$ cat config.mk
export PLATFORM = sky130hd
export DESIGN_NAME = smac_top
export DESIGN_NICKNAME = d
export VERILOG_FILES = /design/src/hw/smac_pkg.sv /design/src/hw/smac_clk_if.sv /design/src/hw/smac_top.sv /design/src/hw/smac_stage.sv
export SDC_FILE = /design/constraint.sdc
export NUM_CORES = 2
export LEC_CHECK = 0
export ABC_AREA = 1
export BUFFER_PORTS_ARGS = -buffer_cell sky130_fd_sc_hd__clkbuf_2
export CAP_MARGIN = 40
export CELL_PAD_IN_SITES_DETAIL_PLACEMENT = 0
export CELL_PAD_IN_SITES_GLOBAL_PLACEMENT = 2
export CORE_UTILIZATION = 41
export DETAILED_ROUTE_END_ITERATION = 12
export GPL_ROUTABILITY_DRIVEN = 1
export GPL_TIMING_DRIVEN = 1
export PLACE_DENSITY_LB_ADDON = 0.2
export SLEW_MARGIN = 15
export SYNTH_ARGS = -nofsm -noshare
export SYNTH_HDL_FRONTEND = slang
export SYNTH_SLANG_ARGS = --single-unit
export TNS_END_PERCENT = 10
$ cat constraint.sdc
create_clock -name core_clk_in -period 14.18 [get_ports core_clk_in]
set_input_delay 1.418 -clock core_clk_in [delete_from_list [all_inputs] [get_ports core_clk_in]]
set_output_delay 1.418 -clock core_clk_in [all_outputs]
set_load 0.01 [all_outputs]
$ cat src/hw/smac_pkg.sv
// Shared constants and types for the signed multiply-adder slice
package smac_pkg;
  // Register byte offsets on the Avalon-MM slave
  localparam logic [4:0] REG_FMT = 5'h00;
  localparam logic [4:0] REG_STG_A = 5'h04;
  localparam logic [4:0] REG_STG_B = 5'h08;
  localparam logic [4:0] REG_STG_DIR = 5'h0c;
  localparam logic [4:0] REG_STG_OUT = 5'h10;
  localparam logic [4:0] REG_STATUS = 5'h14;
  localparam logic [4:0] REG_RESULT = 5'h18;
  // Format register fields
  localparam int FMT_A_LSB = 0;
  localparam int FMT_B_LSB = 2;
  localparam int FMT_DIR_LSB = 4;
  localparam int FMT_SHA_BIT = 8;
  localparam int FMT_SHB_BIT = 9;
  localparam logic [31:0] FMT_RESET = 32'h0000_0000;
  // Number format and direction codes
  localparam logic [1:0] NUM_SIGNED = 2'h0;
  localparam logic [1:0] NUM_UNSIGNED = 2'h1;
  localparam logic [1:0] NUM_VARIABLE = 2'h2;
  localparam logic [1:0] DIR_ADD = 2'h0;
  localparam logic [1:0] DIR_SUB = 2'h1;
  localparam logic [1:0] DIR_VARIABLE = 2'h2;
  // Stage configuration: enable, clock source, clear source
  localparam int STG_EN_BIT = 0;
  localparam int STG_CLK_LSB = 1;
  localparam int STG_CLR_LSB = 3;
  localparam int STG_PIPE_LSB = 8;
  localparam logic [1:0] CLR_NONE = 2'h3;
  localparam logic [4:0] STG_RESET = 5'h18;
  localparam logic [31:0] STG_REG_RESET = 32'h0000_1818;
  // Status register bits
  localparam int ST_A_SIGNED = 0;
  localparam int ST_B_SIGNED = 1;
  localparam int ST_ADD = 2;
  // Source counts
  localparam int N_CLK_SRC = 4;
  localparam int N_CLR_SRC = 3;
  typedef logic [4:0] smac_stg_cfg_t;
endpackage

$ cat src/hw/smac_clk_if.sv
// Clock-source ticks and clear sources shared by every optional register
`timescale 1ns/1ns
interface smac_clk_if (
  input wire logic clk,
  input wire logic rst
);
  logic [3:0] tick;
  logic [2:0] clr;
  modport stage (input clk, input rst, input tick, input clr);
  modport drive (output tick, output clr);
endinterface

$ cat src/hw/smac_top.sv
// Signed multiply-adder slice with Avalon-MM configuration registers
// Behaviour
// - B operands are fixed signed, fixed unsigned, or set by an input.
// - Variable B: control high means signed, low means unsigned.
// - A sign control may be registered; otherwise it acts directly.
// - B sign control may be registered; otherwise it acts directly.
// - Each registered control may add one extra pipeline stage.
// - Every control and pipeline register picks one of four clocks.
// - Every optional register picks one of three clears or none.
// - Optional shift-out carries the last multiplier's A operand.
// - Optional shift-out carries the last multiplier's B operand.
// - Adder result may be registered; otherwise sum passes through.
// - Output register picks one of four clocks and a clear or none.
// - Second product is added, subtracted, or chosen at runtime.
// - Variable direction: control high adds, low subtracts.
// - Variable A: control high means signed, low means unsigned.
// - A operands are fixed signed, fixed unsigned, or set by an input.
//
// The Avalon-MM interface to the registers and the register addresses are this design's own decisions.
`timescale 1ns/1ns
module smac_top #(
  parameter int NMUL = 2,
  parameter int WA = 16,
  parameter int WB = 16,
  parameter int RES_W = 36
) (
  // Clock and reset
  input wire logic core_clk_in,
  input wire logic rst_in,
  // Avalon-MM slave
  input wire logic [4:0] avs_address_in,
  input wire logic avs_read_in,
  input wire logic avs_write_in,
  input wire logic [31:0] avs_writedata_in,
  input wire logic [3:0] avs_byteenable_in,
  output logic [31:0] avs_readdata_out,
  output logic avs_waitrequest_out,
  // Clock sources and asynchronous clears for the optional registers
  input wire logic [smac_pkg::N_CLK_SRC-1:0] clk_src_pin_in,
  input wire logic [smac_pkg::N_CLR_SRC-1:0] async_clear_in,
  // Operands and runtime controls
  input wire logic [NMUL*WA-1:0] a_operand_in,
  input wire logic [NMUL*WB-1:0] b_operand_in,
  input wire logic a_operand_signed_ctl_in,
  input wire logic b_operand_signed_ctl_in,
  input wire logic pair1_add_not_sub_in,
  // Results
  output logic [RES_W-1:0] result_out,
  output logic [WA-1:0] shiftout_a_out,
  output logic [WB-1:0] shiftout_b_out
);
  import smac_pkg::*;

  localparam int AW = NMUL*WA + 1;
  localparam int BW = NMUL*WB + 1;
  localparam int PW = WA + WB + 2;

  // Bus and configuration state
  logic waitreq_ff;
  logic [31:0] rdata_ff;
  logic [31:0] fmt_ff;
  logic [31:0] stg_a_ff;
  logic [31:0] stg_b_ff;
  logic [31:0] stg_dir_ff;
  logic [31:0] stg_out_ff;
  logic bus_req;
  logic wr_take;
  // Clock source synchronisers and edge detection
  logic [N_CLK_SRC-1:0] src_s1_ff;
  logic [N_CLK_SRC-1:0] src_s2_ff;
  logic [N_CLK_SRC-1:0] src_s3_ff;
  logic [N_CLK_SRC-1:0] tick_c;
  // Datapath
  logic [AW-1:0] a_in_q;
  logic [AW-1:0] a_path;
  logic [BW-1:0] b_in_q;
  logic [BW-1:0] b_path;
  logic dir_in_q;
  logic dir_path;
  logic a_signed_eff;
  logic b_signed_eff;
  logic add_eff;
  logic [RES_W-1:0] prod_ext [NMUL];
  logic [RES_W-1:0] sum_c;
  logic [RES_W-1:0] out_q;
  logic [31:0] status_c;

  // Merge a write into a register under the byte enables
  function automatic logic [31:0] be_merge(input logic [31:0] old,
                                           input logic [31:0] nw,
                                           input logic [3:0] be);
    logic [31:0] r;
    r = old;
    for (int i = 0; i < 4; i++) begin
      if (be[i]) r[8*i +: 8] = nw[8*i +: 8];
    end
    return r;
  endfunction

  // Resolve a number format to signed or unsigned
  function automatic logic fmt_signed(input logic [1:0] fmt,
                                      input logic ctl);
    logic r;
    r = (fmt == NUM_SIGNED);
    if (fmt == NUM_VARIABLE) r = ctl;
    return r;
  endfunction

  // Avalon handshake: waitrequest drops for one cycle per request
  assign bus_req = avs_read_in | avs_write_in;
  assign wr_take = avs_write_in & ~waitreq_ff;

  always_ff @(posedge core_clk_in or posedge rst_in) begin
    if (rst_in) begin
      waitreq_ff <= 1'b1;
    end else begin
      waitreq_ff <= ~(bus_req & waitreq_ff);
    end
  end

  // Read data is captured as waitrequest drops
  always_ff @(posedge core_clk_in or posedge rst_in) begin
    if (rst_in) begin
      rdata_ff <= 32'h0000_0000;
    end else if (avs_read_in & waitreq_ff) begin
      unique case (avs_address_in)
        REG_FMT: rdata_ff <= fmt_ff;
        REG_STG_A: rdata_ff <= stg_a_ff;
        REG_STG_B: rdata_ff <= stg_b_ff;
        REG_STG_DIR: rdata_ff <= stg_dir_ff;
        REG_STG_OUT: rdata_ff <= stg_out_ff;
        REG_STATUS: rdata_ff <= status_c;
        REG_RESULT: rdata_ff <= result_out[31:0];
        default: rdata_ff <= 32'h0000_0000;
      endcase
    end
  end

  // Configuration registers, written when the write is accepted
  always_ff @(posedge core_clk_in or posedge rst_in) begin
    if (rst_in) begin
      fmt_ff <= FMT_RESET;
      stg_a_ff <= STG_REG_RESET;
      stg_b_ff <= STG_REG_RESET;
      stg_dir_ff <= STG_REG_RESET;
      stg_out_ff <= {27'h0, STG_RESET};
    end else if (wr_take) begin
      if (avs_address_in == REG_FMT) begin
        fmt_ff <= be_merge(fmt_ff, avs_writedata_in, avs_byteenable_in)
                  & 32'h0000_033f;
      end
      if (avs_address_in == REG_STG_A) begin
        stg_a_ff <= be_merge(stg_a_ff, avs_writedata_in, avs_byteenable_in)
                    & 32'h0000_1f1f;
      end
      if (avs_address_in == REG_STG_B) begin
        stg_b_ff <= be_merge(stg_b_ff, avs_writedata_in, avs_byteenable_in)
                    & 32'h0000_1f1f;
      end
      if (avs_address_in == REG_STG_DIR) begin
        stg_dir_ff <= be_merge(stg_dir_ff, avs_writedata_in,
                               avs_byteenable_in) & 32'h0000_1f1f;
      end
      if (avs_address_in == REG_STG_OUT) begin
        stg_out_ff <= be_merge(stg_out_ff, avs_writedata_in,
                               avs_byteenable_in) & 32'h0000_001f;
      end
    end
  end

  assign avs_waitrequest_out = waitreq_ff;
  assign avs_readdata_out = rdata_ff;

  // Clock sources are foreign: two flops, then rising-edge ticks
  always_ff @(posedge core_clk_in or posedge rst_in) begin
    if (rst_in) begin
      src_s1_ff <= '0;
      src_s2_ff <= '0;
      src_s3_ff <= '0;
    end else begin
      src_s1_ff <= clk_src_pin_in;
      src_s2_ff <= src_s1_ff;
      src_s3_ff <= src_s2_ff;
    end
  end

  for (genvar g = 0; g < N_CLK_SRC; g++) begin : g_tick
    assign tick_c[g] = src_s2_ff[g] & ~src_s3_ff[g];
  end

  smac_clk_if u_cif (
    .clk(core_clk_in),
    .rst(rst_in)
  );
  assign u_cif.tick = tick_c;
  assign u_cif.clr = async_clear_in;

  // A sign rides with the A operands through the same stages
  smac_stage #(.W(AW)) u_a_in (
    .cif(u_cif),
    .cfg_in(stg_a_ff[4:0]),
    .d_in({a_operand_signed_ctl_in, a_operand_in}),
    .q_out(a_in_q)
  );
  smac_stage #(.W(AW)) u_a_pipe (
    .cif(u_cif),
    .cfg_in(stg_a_ff[STG_PIPE_LSB +: 5]),
    .d_in(a_in_q),
    .q_out(a_path)
  );

  // B sign rides with the B operands through the same stages
  smac_stage #(.W(BW)) u_b_in (
    .cif(u_cif),
    .cfg_in(stg_b_ff[4:0]),
    .d_in({b_operand_signed_ctl_in, b_operand_in}),
    .q_out(b_in_q)
  );
  smac_stage #(.W(BW)) u_b_pipe (
    .cif(u_cif),
    .cfg_in(stg_b_ff[STG_PIPE_LSB +: 5]),
    .d_in(b_in_q),
    .q_out(b_path)
  );

  // Direction control stages for the first pair
  smac_stage #(.W(1)) u_dir_in (
    .cif(u_cif),
    .cfg_in(stg_dir_ff[4:0]),
    .d_in(pair1_add_not_sub_in),
    .q_out(dir_in_q)
  );
  smac_stage #(.W(1)) u_dir_pipe (
    .cif(u_cif),
    .cfg_in(stg_dir_ff[STG_PIPE_LSB +: 5]),
    .d_in(dir_in_q),
    .q_out(dir_path)
  );

  // Effective sign and direction after format selection
  assign a_signed_eff = fmt_signed(fmt_ff[FMT_A_LSB +: 2],
                                   a_path[AW-1]);
  assign b_signed_eff = fmt_signed(fmt_ff[FMT_B_LSB +: 2],
                                   b_path[BW-1]);
  always_comb begin
    add_eff = (fmt_ff[FMT_DIR_LSB +: 2] != DIR_SUB);
    if (fmt_ff[FMT_DIR_LSB +: 2] == DIR_VARIABLE) begin
      add_eff = dir_path;
    end
  end

  // Two's complement products, operands extended by their sign mode
  for (genvar m = 0; m < NMUL; m++) begin : g_mul
    logic signed [WA:0] ax;
    logic signed [WB:0] bx;
    logic signed [PW-1:0] prod;
    assign ax = {a_signed_eff & a_path[m*WA + WA-1], a_path[m*WA +: WA]};
    assign bx = {b_signed_eff & b_path[m*WB + WB-1], b_path[m*WB +: WB]};
    assign prod = ax * bx;
    assign prod_ext[m] = RES_W'(prod);
  end

  // Adder: second product added or subtracted, later ones added
  always_comb begin
    sum_c = prod_ext[0];
    for (int k = 1; k < NMUL; k++) begin
      if (k == 1 && !add_eff) begin
        sum_c = sum_c - prod_ext[k];
      end else begin
        sum_c = sum_c + prod_ext[k];
      end
    end
  end

  // Optional adder output register
  smac_stage #(.W(RES_W)) u_out (
    .cif(u_cif),
    .cfg_in(stg_out_ff[4:0]),
    .d_in(sum_c),
    .q_out(out_q)
  );

  // Status shows the resolved controls
  assign status_c = {29'h0000_0000, add_eff, b_signed_eff, a_signed_eff};

  // Output flops: result and the two shift-out chains
  always_ff @(posedge core_clk_in or posedge rst_in) begin
    if (rst_in) begin
      result_out <= '0;
      shiftout_a_out <= '0;
      shiftout_b_out <= '0;
    end else begin
      result_out <= out_q;
      shiftout_a_out <= fmt_ff[FMT_SHA_BIT] ?
                        a_path[(NMUL-1)*WA +: WA] : '0;
      shiftout_b_out <= fmt_ff[FMT_SHB_BIT] ?
                        b_path[(NMUL-1)*WB +: WB] : '0;
    end
  end
endmodule

$ cat src/hw/smac_stage.sv
// One optional register stage with selectable clock source and clear
`timescale 1ns/1ns
module smac_stage #(
  parameter int W = 1
) (
  // Shared clocking
  smac_clk_if.stage cif,
  // Configuration
  input wire smac_pkg::smac_stg_cfg_t cfg_in,
  // Data
  input wire logic [W-1:0] d_in,
  output logic [W-1:0] q_out
);
  import smac_pkg::*;

  logic en;
  logic [1:0] csel;
  logic [1:0] rsel;
  logic clr_hit;
  logic arst;
  logic [W-1:0] q_ff;

  // Pick the selected clear, code three means none
  function automatic logic clr_pick(input logic [1:0] sel,
                                    input logic [2:0] clr);
    logic r;
    r = 1'b0;
    if (sel == 2'h0) r = clr[0];
    else if (sel == 2'h1) r = clr[1];
    else if (sel == 2'h2) r = clr[2];
    return r;
  endfunction

  // Configuration decode
  assign en = cfg_in[STG_EN_BIT];
  assign csel = cfg_in[STG_CLK_LSB +: 2];
  assign rsel = cfg_in[STG_CLR_LSB +: 2];
  assign clr_hit = clr_pick(rsel, cif.clr);
  assign arst = cif.rst | clr_hit;

  // Stage register, cleared at once by its selected clear
  always_ff @(posedge cif.clk or posedge arst) begin
    if (arst) begin
      q_ff <= '0;
    end else if (cif.tick[csel]) begin
      q_ff <= d_in;
    end
  end

  // Bypass when the stage is switched off
  assign q_out = en ? q_ff : d_in;
endmodule

==> qor.csv <==
stage;metric;value;unit
synth;xor and xnor area share after synthesis;2.527;%
placement;GP Congestion;0.9062;
run_status;status;finished, final reports clean;
clocking;CTS buffer count;41;
timing;Peak Freq;92.69;MHz
global_route;Congestion Overflow GR;0;
timing;final setup TNS;0;ps
synth;#FFs+latches synth;324;
floorplanning;die width;308.9;µm
synth;Ys Warns;0;
critical_path;Worst path slowest cell;fa_1;
layout;FF+latch area;0.008133;mm²
critical_path;kind of critical path;in -> reg;
synth;syn_area_per_cell;7.988;µm²
drt;via count;30860;
global_route;initial antenna violation count;4;
drt;final wirelength;117.1;mm
critical_path;reg2reg start;stg_a_ff[0]$_DFFE_PP0P_;
critical_path;Worst setup EP type;flop;
critical_path;crit-path max cell delay;560;ps
clocking;clock buffer depth;3;
clocking;Worst-path clk slew;60;ps
critical_path;crit path from;a_operand_signed_ctl_in;
min_path;type of the tightest min-delay check;reg -> async;
layout;Final #Nets;5943;
clocking;Post-CTS Setup Bufs;0;
timing;# setup viols final;0;
layout;commonest non-fill, non-tap cell in the layout;nand2_1;
synth;asr flop ratio synth;100.0;%
synth;EDFF count, synth;0;
floorplanning;Starting Density;41.37;%
timing;RSZ-0062 raised after global routing;false;
synth;area fraction of the dominant cell type after synthesis;30.74;%
job;max_cap viols;0;
timing;Final Cycle Share;76.09;%
synth;synthesized cell area;0.03861;mm²
layout;ant diodes;0;
timing;Worst slew margin;43.20;%
clocking;CTS tree;built;
layout;share of cells above drive strength 1;9.535;%
synth;mux cell area share after synthesis;0.08425;%
critical_path;Critical Path RT;14650;ps
layout;fill count;9538;
synth;adder-cell area share of the yosys netlist;37.39;%
drt;first-iteration detailed-routing DRC count;2065;
critical_path;worst path arrival time;11260;ps
synth;number of library cell types mapped by synthesis;66;
timing;clk_skew;32.94;ps
clocking;clock root buffer;clkbuf_16;
placement;detailed placement HPWL;96.61;mm
layout;commonest non-fill, non-tap cells in the layout;1164 x nand2_1, 995 x inv_1, 593 x fa_1;
critical_path;Top delay family on crit path;adder cells;
synth;Synth area leader;fa_1;
critical_path;Levels on crit path;44;
synth;largest family of logic cells by synthesized area;adder cells;
synth;sequential cell area fraction in the yosys report;21.05;%
clocking;# resized after CTS;0;
timing;min Tclk post-route;10790;ps
global_route;All-Layer GR Usage;25.63;%
drt;Post-route DRC;0;
synth;Synth Area in Simple Gates;18.64;%
global_route;largest net degree at the start of global routing;74;
layout;multi-input logic area;0.02622;mm²
drt;wire per inst;18.56;µm
synth;cells after synthesis;4834;
critical_path;Setup crit start kind;primary input;
clocking;Clock Latency Late Sink;600;ps
critical_path;maximum fanout along the worst path;15;
synth;post-synthesis net count;5751;
global_route;first-pass GRT wire length;185.3;mm
placement;# port buffers;196;
floorplanning;io pins;220;
global_route;number of global-route vias before repair;31480;
drt;vias per cell;4.891;
critical_path;reg2reg path depth;42;
critical_path;Buf/Inv on CP;8;
timing;Slew Limit Fails;0;
critical_path;CP most frequent cell;nand2_1;
floorplanning;die area;0.09541;mm²
layout;area delta synth->final;11.36;%
synth;Compound-Gate Fraction of Synth Area;8.865;%
clocking;clk sink count;324;
synth;Top FF cell, synth;dfrtp_1;
clocking;H-tree levels;2;
floorplanning;# rows;112;
timing;worst-margin pin slew;830.5;ps
floorplanning;core area;0.09333;mm²
floorplanning;Die Span Y;308.9;µm
drt;Antenna Nets Post-Route;0;
clocking;Hold-fix buffers, CTS;0;
synth;main area contributors after synthesis;fa_1 31%, dfrtp_1 20%, nand2_1 11%, inv_1 9.7%, ha_1 6.6%;
drt;drt first pass iters;5;
timing;final hold violations;0;
==> registers in the layout, summed over array words and instances, names as in the netlist, 16 cells and up <==
name / flops
result_out: 35
u_b_in.q_ff: 33
shiftout_a_out: 16
shiftout_b_out: 16
avs_readdata_out: 32
u_out.q_ff: 35
u_b_pipe.q_ff: 33
u_a_pipe.q_ff: 33
u_a_in.q_ff: 33
==> kinds of logic after synthesis <==
kind of cell / count (synthesis)
and+or+nand+nor: 1806
AOI/OAI and AO/OA: 622
DFF: 324
xor gates and xnor gates: 105
adders and majority gates: 798
buffers and inverters: 1176
muxes: 3
==> final cells by class <==
cell class	count	share of cell area [%]
well taps	1254	3.649
flip-flops and latches	324	18.91
inverters	1040	9.093
clock buffers	55	2.718
multi-input cells	3334	60.97
repair buffers	285	4.056
clock inverters	17	0.5965
==> final timing paths <==
path / end / slack (ps)
min in group core_clk_in: src_s2_ff[0]$_DFF_PP0_ / 350
max reg2reg: u_out.q_ff[34]$_DFFE_PP0P_ / 3480
min: u_dir_pipe.q_ff$_DFFE_PP0P_ / 260
max: u_out.q_ff[34]$_DFFE_PP0P_ / 3390
min reg2reg: u_dir_pipe.q_ff$_DFFE_PP0P_ / 260
max in group asynchronous: u_a_pipe.q_ff[5]$_DFFE_PP0P_ / 11970
==> stage by stage <==
stage / util, % / setup WS, ps / hold slack (ps) / instance area [µm²] / instances
final: 46.07 / 3391 / 258.2 / 43000 / 6309
after global routing: 46.07 / 2532 / 291.4 / 43000 / 6309
after CTS: 46.04 / 3520 / 263.1 / 42970 / 6307
after floorplan: - / 4953 / 225.1 / 38610 / 4834
after global placement: 44.28 / 2889 / 256.2 / 41320 / 6216
after detailed placement: 44.51 / 2920 / 257.2 / 41540 / 6235
==> worst reg2reg max path, delay by kind of cell (launching register included) <==
kind / cells / cell delay (ps)
AOI/OAI and AO/OA: 8 / 1730
xor gates and xnor gates: 1 / 170
buffers and inverters: 6 / 1160
and+or+nand+nor: 19 / 3090
DFF: 1 / 700
adders and majority gates: 8 / 3740
==> per-layer routing <==
layer / routed length [µm] / global-route usage [%] / up-vias / share of wire [%]
met3: 7354 / 4.611 / 126 / 6.3
met4: 2825 / 5.722 / 2 / 2.4
met5: 22 / 0 / - / 0.019
met1: 55220 / 37.41 / 15020 / 47
li1: - / - / 14920 / -
met2: 51660 / 39.56 / 796 / 44
==> cells in the mapped netlist (15+ instances only) <==
| cell | count |
|---|---|
| ha_1 | 205 |
| nand2_1 | 1166 |
| nand4_1 | 17 |
| o21ai_1 | 51 |
| inv_1 | 996 |
| fa_1 | 593 |
| xor2_1 | 63 |
| nor2_1 | 451 |
| dfrtp_1 | 309 |
| dfstp_2 | 15 |
| o21ai_0 | 380 |
| a21oi_1 | 91 |
| inv_2 | 22 |
| nand3_1 | 91 |
| nor3_1 | 15 |
| xnor2_1 | 36 |
| clkbuf_1 | 120 |
| clkinv_1 | 21 |
Power is not shown: default switching activity piles up to over one toggle a cycle in this logic, so the estimate is an artifact.
